<file path="src/logic/vr_seq_params.svh">
// Timing, reset and encoding constants for the regulator start-up and fault sequencer
`ifndef VR_SEQ_PARAMS_SVH
`define VR_SEQ_PARAMS_SVH
`define CLK_FREQ_HZ 20000000
`define OC_DELAY_US 50
// Longest delay rounds down: 50 us at 20 MHz is 1000 cycles
`define OC_DELAY_CYC ((`OC_DELAY_US * `CLK_FREQ_HZ) / 1000000)
`define DAC_WIDTH 8
`define RAMP_DIV_DEFAULT 16
`define DAC_RESET 8'h00
`define PWM_MID_CODE 2'h2
`define PWM_FLOAT_CODE 2'h0
`define PWM_LOW_CODE 2'h1
`define PWM_RUN_CODE 2'h3
`endif

</file>
<file path="src/logic/vr_seq_pkg.sv">
// Types shared by the sequencer files
package vr_seq_pkg;
	typedef enum logic [2:0] {
		st_config,
		st_wait_enable,
		st_mid,
		st_ramp,
		st_run,
		st_oc_latched,
		st_ov_latched
	} seq_state_t;
	typedef logic [1:0] pwm_mode_t;
endpackage

</file>
<file path="src/logic/comp_sync.sv">
// Input register stage for the analog comparator results
`timescale 1ns/1ps
module comp_sync #(
	parameter int WIDTH = 6
) (
	input wire logic ref_clk, // Clock
	input wire logic rst_n, // Async reset, active low
	input wire logic [WIDTH-1:0] raw, // Comparator outputs
	output logic [WIDTH-1:0] sampled // Registered copy
);
	if (WIDTH < 1) begin : g_bad_width
		$error("comp_sync: WIDTH must be at least 1");
	end
	always_ff @(posedge ref_clk or negedge rst_n) begin
		if (!rst_n) begin
			sampled <= '0;
		end else begin
			sampled <= raw;
		end
	end
endmodule

</file>
<file path="src/logic/vr_softstart_fault_sequencer.sv">
// Start-up, soft-start ramp and fault latch sequencer of a step-down regulator controller
// Notes on behaviour
// While a voltage rise is in progress, pulse negative sense once per DAC increment.
// Single-phase rail current limit latches that rail off at once, no delay.
// A driver with low supply pulls driver-on low, blocking controller enable.
// Driver keeps driver-on low for a hold-off after its undervoltage event.
// Restart after driver hold-off puts PWM at mid level before soft start.
// Soft start steps DAC from zero to target at the slow ramp rate.
// At power-up PWM floats with test current to read address and boot voltage.
// After configuration and enable, internal and external PWM go to mid level.
// Driver-on is asserted only after PWM outputs reached mid level.
// Each phase leaves mid level only at its first PWM pulse during ramp.
// A disabled controller returns its PWM output to mid level.
// Two-phase over limit starts a counter; shut down if still present at 50 us.
// Two-phase current at 150 percent of limit shuts down at once.
// After overcurrent shutdown outputs stay off until supply or enable toggles.
// Output more than 300 mV under DAC minus droop drives ready low.
// In normal operation output 400 mV over DAC drops ready, ramps to 0 V.
// Overvoltage turns all high-side drives off and all low-side drives on.
// Overvoltage protective state holds until supply or enable toggles.
// During start-up the overvoltage threshold is a fixed 2.0 V level.
// Comparator results are registered on the clock before the state machine.
`timescale 1ns/1ps
`include "vr_seq_params.svh"
module vr_softstart_fault_sequencer
	import vr_seq_pkg::*;
#(
	parameter int DAC_W = `DAC_WIDTH,
	parameter int RAMP_DIV = `RAMP_DIV_DEFAULT,
	parameter int OC_DELAY = `OC_DELAY_CYC
) (
	input wire logic ref_clk, // 20 MHz clock
	input wire logic rst_n, // Async reset, active low; also supply power-on
	input wire logic enable_in, // Controller enable pin
	input wire logic config_done, // Address and boot voltage have been read
	input wire logic [DAC_W-1:0] target_code, // Target DAC code
	input wire logic dynamic_voltage_change, // Voltage rise command, level
	input wire logic driver_on_in, // Driver-on wire level as seen by gates
	input wire logic [1:0] pwm_pulse, // First PWM pulse request per two-phase phase
	input wire logic sp_pwm_pulse, // First PWM pulse of single-phase rail
	input wire logic cmp_uv, // Output below DAC minus droop by 300 mV
	input wire logic cmp_ov_dac, // Output above DAC by 400 mV
	input wire logic cmp_ov_fixed, // Output above fixed 2.0 V
	input wire logic cmp_oc, // Two-phase current over limit
	input wire logic cmp_oc150, // Two-phase current at 150 percent of limit
	input wire logic cmp_sp_current_limit_input, // Single-phase current_limit_input over threshold
	output logic [DAC_W-1:0] dac_code, // Internal DAC code
	output logic [1:0] pwm_mode_a, // Phase 1 PWM mode
	output logic [1:0] pwm_mode_b, // Phase 2 PWM mode
	output logic [1:0] sp_pwm_mode, // Single-phase PWM mode
	output logic test_current_on, // Test current on the PWM pin
	output logic driver_on_out, // Driver-on drive request
	output logic sense_pulse, // Current pulse on negative_sense_input
	output logic regulator_ready, // Ready flag
	output logic hs_off_all, // All high-side drives forced off
	output logic ls_on_all, // All low-side drives forced on
	output logic sp_latched // Single-phase rail latched off
);
	localparam int OC_W = $clog2(OC_DELAY + 1);
	localparam int DIV_W = $clog2(RAMP_DIV + 1);

	// Elaboration-time refusal of sizes the counters cannot serve
	if (DAC_W < 2 || RAMP_DIV < 1 || OC_DELAY < 1) begin : g_bad_params
		$error("vr_softstart_fault_sequencer: bad parameter values");
	end

	typedef struct packed {
		seq_state_t st;
		logic [DAC_W-1:0] dac;
		logic [DIV_W-1:0] div;
		logic [OC_W-1:0] oc_cnt;
		logic [1:0] mode_a;
		logic [1:0] mode_b;
		logic [1:0] sp_mode;
		logic test_cur;
		logic drv_on;
		logic pulse;
		logic ready;
		logic hs_off;
		logic ls_on;
		logic sp_lat;
		logic en_d;
	} seq_reg_t;

	seq_reg_t cur;
	seq_reg_t next_cur;
	logic [5:0] cmp_q;
	logic uv_q, ov_dac_q, ov_fix_q, oc_q, oc150_q, current_limit_input_q;
	logic en_fall, ramp_tick, ov_hit;

	// ---------------------------------------------------------------
	// Comparator capture
	// ---------------------------------------------------------------
	comp_sync #(.WIDTH(6)) u_sync (
		.ref_clk(ref_clk),
		.rst_n(rst_n),
		.raw({cmp_uv, cmp_ov_dac, cmp_ov_fixed, cmp_oc, cmp_oc150, cmp_sp_current_limit_input}),
		.sampled(cmp_q)
	);
	assign {uv_q, ov_dac_q, ov_fix_q, oc_q, oc150_q, current_limit_input_q} = cmp_q;

	function automatic logic [1:0] leave_mid(input logic [1:0] mode, input logic pulse);
		leave_mid = (mode == `PWM_MID_CODE && pulse) ? `PWM_RUN_CODE : mode;
	endfunction

	// ---------------------------------------------------------------
	// Sequencer
	// ---------------------------------------------------------------
	always_comb begin
		next_cur = cur;
		en_fall = cur.en_d && !enable_in;
		ramp_tick = 1'b0;
		ov_hit = 1'b0;
		next_cur.en_d = enable_in;
		next_cur.pulse = 1'b0;
		// Start-up uses the fixed level so a pre-charged output is not mistaken for a fault
		if (cur.st == st_mid || cur.st == st_ramp) begin
			ov_hit = ov_fix_q;
		end else if (cur.st == st_run) begin
			ov_hit = ov_dac_q;
		end
		if (cur.div >= DIV_W'(RAMP_DIV - 1)) begin
			next_cur.div = '0;
			ramp_tick = 1'b1;
		end else begin
			next_cur.div = cur.div + 1'b1;
		end
		case (cur.st)
			st_config: begin
				next_cur.mode_a = `PWM_FLOAT_CODE;
				next_cur.mode_b = `PWM_FLOAT_CODE;
				next_cur.sp_mode = `PWM_FLOAT_CODE;
				next_cur.test_cur = 1'b1;
				if (config_done) begin
					next_cur.test_cur = 1'b0;
					next_cur.mode_a = `PWM_MID_CODE;
					next_cur.mode_b = `PWM_MID_CODE;
					next_cur.sp_mode = `PWM_MID_CODE;
					next_cur.st = st_wait_enable;
				end
			end
			st_wait_enable: begin
				// Any restart, also after a driver hold-off, begins from mid level
				next_cur.mode_a = `PWM_MID_CODE;
				next_cur.mode_b = `PWM_MID_CODE;
				next_cur.sp_mode = `PWM_MID_CODE;
				next_cur.dac = DAC_W'(`DAC_RESET);
				next_cur.drv_on = 1'b0;
				if (enable_in) begin
					next_cur.st = st_mid;
				end
			end
			st_mid: begin
				next_cur.drv_on = 1'b1;
				next_cur.div = '0;
				next_cur.st = st_ramp;
			end
			st_ramp, st_run: begin
				next_cur.mode_a = leave_mid(cur.mode_a, pwm_pulse[0]);
				next_cur.mode_b = leave_mid(cur.mode_b, pwm_pulse[1]);
				if (!cur.sp_lat) begin
					next_cur.sp_mode = leave_mid(cur.sp_mode, sp_pwm_pulse);
				end
				// Ramp pauses while a driver still holds the driver-on wire low
				if (ramp_tick && cur.dac < target_code &&
					(cur.st == st_run || driver_on_in)) begin
					next_cur.dac = cur.dac + 1'b1;
					if (cur.st == st_ramp || dynamic_voltage_change) begin
						next_cur.pulse = dynamic_voltage_change;
					end
				end else if (ramp_tick && cur.st == st_run && cur.dac > target_code) begin
					next_cur.dac = cur.dac - 1'b1;
				end
				if (cur.st == st_ramp && cur.dac >= target_code) begin
					next_cur.st = st_run;
					next_cur.ready = 1'b1;
				end
				if (cur.st == st_run) begin
					next_cur.ready = !uv_q;
				end
				if (current_limit_input_q && !cur.sp_lat) begin
					next_cur.sp_lat = 1'b1;
					next_cur.sp_mode = `PWM_LOW_CODE;
				end
				if (oc_q) begin
					next_cur.oc_cnt = cur.oc_cnt + 1'b1;
				end else begin
					next_cur.oc_cnt = '0;
				end
				if (oc150_q || (oc_q && cur.oc_cnt >= OC_W'(OC_DELAY - 1))) begin
					next_cur.st = st_oc_latched;
					next_cur.ready = 1'b0;
					next_cur.drv_on = 1'b0;
					next_cur.mode_a = `PWM_LOW_CODE;
					next_cur.mode_b = `PWM_LOW_CODE;
					next_cur.sp_mode = `PWM_LOW_CODE;
				end
				if (ov_hit) begin
					next_cur.st = st_ov_latched;
					next_cur.ready = 1'b0;
					next_cur.hs_off = 1'b1;
					next_cur.ls_on = 1'b1;
				end
				if (!enable_in) begin
					next_cur.st = st_wait_enable;
					next_cur.ready = 1'b0;
					next_cur.drv_on = 1'b0;
					next_cur.mode_a = `PWM_MID_CODE;
					next_cur.mode_b = `PWM_MID_CODE;
					next_cur.sp_mode = `PWM_MID_CODE;
				end
			end
			st_oc_latched: begin
				next_cur.ready = 1'b0;
				if (en_fall) begin
					next_cur.st = st_wait_enable;
					next_cur.sp_lat = 1'b0;
					next_cur.oc_cnt = '0;
				end
			end
			st_ov_latched: begin
				// Output ramps down to zero while low sides hold it
				if (ramp_tick && cur.dac != '0) begin
					next_cur.dac = cur.dac - 1'b1;
				end
				if (en_fall) begin
					next_cur.st = st_wait_enable;
					next_cur.hs_off = 1'b0;
					next_cur.ls_on = 1'b0;
					next_cur.drv_on = 1'b0;
					next_cur.sp_lat = 1'b0;
				end
			end
			default: begin
				next_cur.st = st_config;
			end
		endcase
	end

	always_ff @(posedge ref_clk or negedge rst_n) begin
		if (!rst_n) begin
			cur <= '{st: st_config, dac: '0, div: '0, oc_cnt: '0, mode_a: `PWM_FLOAT_CODE,
				mode_b: `PWM_FLOAT_CODE, sp_mode: `PWM_FLOAT_CODE, test_cur: 1'b1,
				drv_on: 1'b0, pulse: 1'b0, ready: 1'b0, hs_off: 1'b0, ls_on: 1'b0,
				sp_lat: 1'b0, en_d: 1'b0};
		end else begin
			cur <= next_cur;
		end
	end

	assign dac_code = cur.dac;
	assign pwm_mode_a = cur.mode_a;
	assign pwm_mode_b = cur.mode_b;
	assign sp_pwm_mode = cur.sp_mode;
	assign test_current_on = cur.test_cur;
	assign driver_on_out = cur.drv_on;
	assign sense_pulse = cur.pulse;
	assign regulator_ready = cur.ready;
	assign hs_off_all = cur.hs_off;
	assign ls_on_all = cur.ls_on;
	assign sp_latched = cur.sp_lat;

	// ---------------------------------------------------------------
	// Checks
	// ---------------------------------------------------------------
	a_oc150_fast: assert property (@(posedge ref_clk) disable iff (!rst_n)
		(cur.st == st_run && oc150_q && enable_in && !ov_hit) |=> cur.st == st_oc_latched)
		else $error("150 percent current did not shut down at once");
	a_oc_latch_hold: assert property (@(posedge ref_clk) disable iff (!rst_n)
		(cur.st == st_oc_latched && !en_fall) |=> cur.st == st_oc_latched && !cur.ready)
		else $error("overcurrent latch released without enable toggle");
	a_ov_drives: assert property (@(posedge ref_clk) disable iff (!rst_n)
		cur.st == st_ov_latched |-> cur.hs_off && cur.ls_on && !cur.ready)
		else $error("overvoltage drive state wrong");
	a_ov_hold: assert property (@(posedge ref_clk) disable iff (!rst_n)
		(cur.st == st_ov_latched && !en_fall) |=> cur.st == st_ov_latched)
		else $error("overvoltage state left without enable toggle");
	a_drv_after_mid: assert property (@(posedge ref_clk) disable iff (!rst_n)
		$rose(cur.drv_on) |-> $past(cur.mode_a) == `PWM_MID_CODE && $past(cur.st) == st_mid)
		else $error("driver-on asserted before mid level");
	a_sp_latch: assert property (@(posedge ref_clk) disable iff (!rst_n)
		(cur.st == st_run && current_limit_input_q && enable_in) |=> cur.sp_lat)
		else $error("single-phase rail did not latch off at once");
	a_pulse_inc: assert property (@(posedge ref_clk) disable iff (!rst_n)
		cur.pulse |-> cur.dac == $past(cur.dac) + 1'b1)
		else $error("sense pulse without DAC increment");
	a_disable_mid: assert property (@(posedge ref_clk) disable iff (!rst_n)
		((cur.st == st_run || cur.st == st_ramp) && !enable_in) |=>
		cur.mode_a == `PWM_MID_CODE && cur.st == st_wait_enable)
		else $error("disabled controller not at mid level");
	a_uv_ready: assert property (@(posedge ref_clk) disable iff (!rst_n)
		(cur.st == st_run && uv_q) |=> !cur.ready)
		else $error("ready stayed high under undervoltage");
	a_startup_ov: assert property (@(posedge ref_clk) disable iff (!rst_n)
		(cur.st == st_ramp && ov_dac_q && !ov_fix_q && enable_in && !oc150_q && !oc_q)
		|=> cur.st != st_ov_latched)
		else $error("DAC-relative overvoltage used during start-up");
	a_ov_run: assert property (@(posedge ref_clk) disable iff (!rst_n)
		(cur.st == st_run && ov_dac_q && enable_in) |=> cur.st == st_ov_latched && !cur.ready)
		else $error("run overvoltage did not drop ready and latch");
	a_ramp_blocked: assert property (@(posedge ref_clk) disable iff (!rst_n)
		(cur.st == st_ramp && !driver_on_in) |=> cur.dac == $past(cur.dac))
		else $error("ramp advanced while driver-on wire held low");
	a_config_float: assert property (@(posedge ref_clk) disable iff (!rst_n)
		cur.st == st_config |-> cur.test_cur && cur.mode_a == `PWM_FLOAT_CODE)
		else $error("PWM not floating with test current during configuration");
endmodule

</file>
<file path="config.mk">
export PLATFORM = sky130hd
export DESIGN_NAME = vr_softstart_fault_sequencer
export DESIGN_NICKNAME = d
export VERILOG_FILES = /design/src/logic/vr_seq_pkg.sv /design/src/logic/comp_sync.sv /design/src/logic/vr_softstart_fault_sequencer.sv
export VERILOG_INCLUDE_DIRS = /design/src /design/src/logic
export SDC_FILE = /design/constraint.sdc
export NUM_CORES = 1
export LEC_CHECK = 0
export BUFFER_PORTS_ARGS = -buffer_cell sky130_fd_sc_hd__buf_4
export CORE_UTILIZATION = 52
export DETAILED_ROUTE_END_ITERATION = 10
export HOLD_SLACK_MARGIN = 0.08
export PLACE_DENSITY = 0.87
export SYNTH_ARGS = -nofsm -noshare
export SYNTH_HDL_FRONTEND = slang
export SYNTH_SLANG_ARGS = --single-unit
</file>
<file path="constraint.sdc">
create_clock -name ref_clk -period 2.2 [get_ports ref_clk]
set_input_delay 0.22 -clock ref_clk [delete_from_list [all_inputs] [get_ports ref_clk]]
set_output_delay 0.22 -clock ref_clk [all_outputs]
set_load 0.01 [all_outputs]
</file>
==> impl_metrics.toml <==
[final_layout]
final_common_cell = "buf_4"
seqCellArea_um2 = 1130
finalNetCount = 449
multi_input_area_um2 = 1630
num_antenna_cells = 0
fin_util_pct = 71.1
drive_above_1_share_pct = 28.5
area_growth_pct = 28.6
fillers = 372
final_cell_mix = "79 x buf_4, 44 x dfrtp_1, 38 x nor2_1"

[synthesis]
synth-seq-cells = 45
synthCells = 342
ys_async_sr_fraction_pct = 100
netlist_area_um2 = 2880
synth_seq_area_share_pct = 39.2
synth_warnings = 0
avgSynthCellArea_um2 = 8.41
synth_cell_types = 59
synth_edf_count = 0
synth_nets = 378
synth_ff_type = "dfrtp_1"

[detailed_routing]
wl_per_cell_um = 14.9
drc = 0
drt_first_pass_iters = 5
postRouteAntennaNets = 0
wirelength_um = 7230
vias = 2830
drt_iter0_drc = 271
viasPerCell = 5.85

[clock_network]
clk-insertion-delay-late_ns = 0.30
clock_sinks = 45
cts_buffers = 5
cts_htree_levels = 2
cts.clk_slew.worst_paths_ns = 0.08
cts_tree = "yes"
cts_root_buf = "clkbuf_8"
ctsLongestPathBuffers = 2

[global_route]
grt_overflow = 0
antenna_found_initial = 0
track_usage_pct = 25.4
grt_max_degree = 46
grt_pass1_wl_um = 12000
grt_pass1_vias = 2696

[sta]
finalCritPeriodShare_pct = 101
tns_ns = -0.0473
fmaxAchievable_ghz = 0.449
fin_hold_ws_ns = 0.117
max_slew.worst_pin.slew_ns = 0.641
rsz0062_at_grt = "true"
maxSlewViolCount = 0
maxSlewHeadroom_pct = 56.8
finalCriticalPeriod_ns = 2.23
final-hold-violation-count = 0
clock_skew_ns = 0.00546
setup_ws_ns = -0.0267
finalSetupViolations = 3

[floorplanning]
coreArea_um2 = 5200
dieArea_um2 = 5830
ios = 44
start_util_pct = 55.3
die_y_um = 76.4
die_x_um = 76.4
rows = 26

[setup_path]
critPathMaxFanout = 7
reg2regPathDepth = 9
startpoint_type = "flip-flop"
critPathKind = "flip-flop to flip-flop"
crit_path_end_kind = "flip-flop"
arrival_ns = 2.45
cp_data_required_time_ns = 2.42

[power_and_ir_drop]
sw_frac_of_total_pct = 43.0
clkPwrFrac_pct = 13.7
p_leak_nw = 1.72
power_frac_seq_pct = 28.0
p_sw_mw = 1.97
peakVddDrop_mv = 0.544
comb_power_share_pct = 58.2
internal_power_mw = 2.61
p_per_area_nw_per_um2 = 1240

[worst_hold_path]
worstHoldPathCells = 2
hold_class = "primary input to flip-flop"

[outcome]
violations = "negative setup slack"
status = "complete, but fails checks"

[place]
dp_hpwl_um = 4930
place.gp.congestion = 0.911
place.port_buffers = 43

[run]
maxCapViolCount = 0
area by class of cell:
class                   instances  share of cell area, %
clock buffers                   6                   1.96
clock inverters                 2                   1.05
inverters                      21                   2.13
multi-input cells             254                   44.1
flip-flops and latches         45                   30.5
well taps                      70                   2.37
repair buffers                 86                   17.9
path summary, 6_finish.rpt:
check                                         endpoint                         from  slack, ns
max                            dac_code[6]$_DFFE_PN0P_      dac_code[1]$_DFFE_PN0P_      -0.03
min reg2reg                test_current_on$_DFFE_PN1N_  test_current_on$_DFFE_PN1N_       0.49
max reg2reg                    dac_code[6]$_DFFE_PN0P_      dac_code[1]$_DFFE_PN0P_      -0.03
max in group asynchronous  u_sync.sampled[5]$_DFF_PN0_                        rst_n       1.37
min in group asynchronous      dac_code[1]$_DFFE_PN0P_                        rst_n       0.45
min                              sense_pulse$_DFF_PN0_       dynamic_voltage_change       0.12
stage by stage:
| stage | power, mW | std cells | setup WS [ns] | area, µm² |
|---|---|---|---|---|
| after CTS | 4.41 | 482 | 0.000329 | 3620 |
| after floorplan | 2.86 | 342 | 0.0451 | 2880 |
| after detailed placement | 3.65 | 461 | -0.0915 | 3360 |
| final | 4.59 | 484 | -0.0267 | 3700 |
| after global placement | 3.56 | 461 | 0.0316 | 3360 |
| after global routing | 4.91 | 484 | -0.177 | 3700 |
metal layers:
layer,global-route usage (%),up-vias,share of wire (%)
met4,11.3,0,2.4
met5,0,-,0
li1,-,1362,-
met3,5.39,23,6.2
met2,41.4,114,48
met1,32.5,1331,44
registers in the layout, indices dropped and copies added, names as in the netlist, 2 cells and up:
register        flops
sp_pwm_mode         2
u_sync.sampled      6
dac_code            8
cur                19
pwm_mode_a          2
pwm_mode_b          2
critical path: stages, from the launching register on:
cell and delay, ns:
dfrtp_1 0.43, inv_1 0.10, ha_1 0.16, or3b_1 0.41
nor3_2 0.20, a21oi_2 0.10, o211ai_2 0.18, a32o_2 0.29
a211oi_1 0.08, a211oi_1 0.19
cells by family (layout without fill, tap and decap cells):
group	count (synthesis)	count (layout)	synth area share [%]
AO/OA/AOI/OAI	112	112	24.5
XOR/XNOR	1	1	0.305
adder cells (fa/ha/maj)	14	14	6.00
buffers and inverters	43	115	7.74
flip-flops	45	45	39.2
multiplexers	3	3	1.22
AND/OR/NAND/NOR	124	124	21.0
Yosys cell counts (2+ instances only):
library cell | count | area (µm²)
nor3_1 | 6 | 30.0
a21boi_0 | 2 | 15.0
o21bai_1 | 2 | 15.0
dfrtp_1 | 44 | 1100
o31ai_1 | 7 | 52.6
nor3_2 | 2 | 20.0
mux2i_1 | 2 | 20.0
buf_4 | 16 | 120
a21oi_1 | 29 | 145
a31oi_1 | 4 | 25.0
nand2_1 | 37 | 139
or3_1 | 3 | 18.8
inv_1 | 21 | 78.8
a21o_1 | 2 | 15.0
nand3_1 | 8 | 40.0
o21ai_1 | 3 | 15.0
o21ai_0 | 35 | 175
and2_1 | 3 | 18.8
ha_1 | 13 | 163
and3_1 | 9 | 56.3
nor2_1 | 38 | 143
clkbuf_1 | 4 | 15.0
nand4_1 | 4 | 25.0
nand2b_1 | 3 | 18.8
nor2b_1 | 3 | 18.8
a211oi_1 | 5 | 37.5
or3b_1 | 2 | 17.5
o22ai_1 | 2 | 12.5
o211ai_1 | 3 | 22.5
power groups by stage:
stage	Clock (mW)	Combinational, mW	Sequential (mW)
3_5_place_dp	0	2.37	1.29
4_1_cts	0.643	2.50	1.27
2_1_floorplan	0	1.58	1.28
5_1_grt	0.676	2.91	1.32
6_report	0.629	2.67	1.29
3_3_place_gp	0	2.29	1.27
repair_timing:
action                     4_1_cts  5_1_grt
gates cloned                     0        0
hold buffers                     7        0
hold endpoints to repair        50        0
buffers inserted                 6        2
setup endpoints to repair        7       12
pin swaps                       10       10
resized for setup                6       17
(Power assumes the default switching activity.)
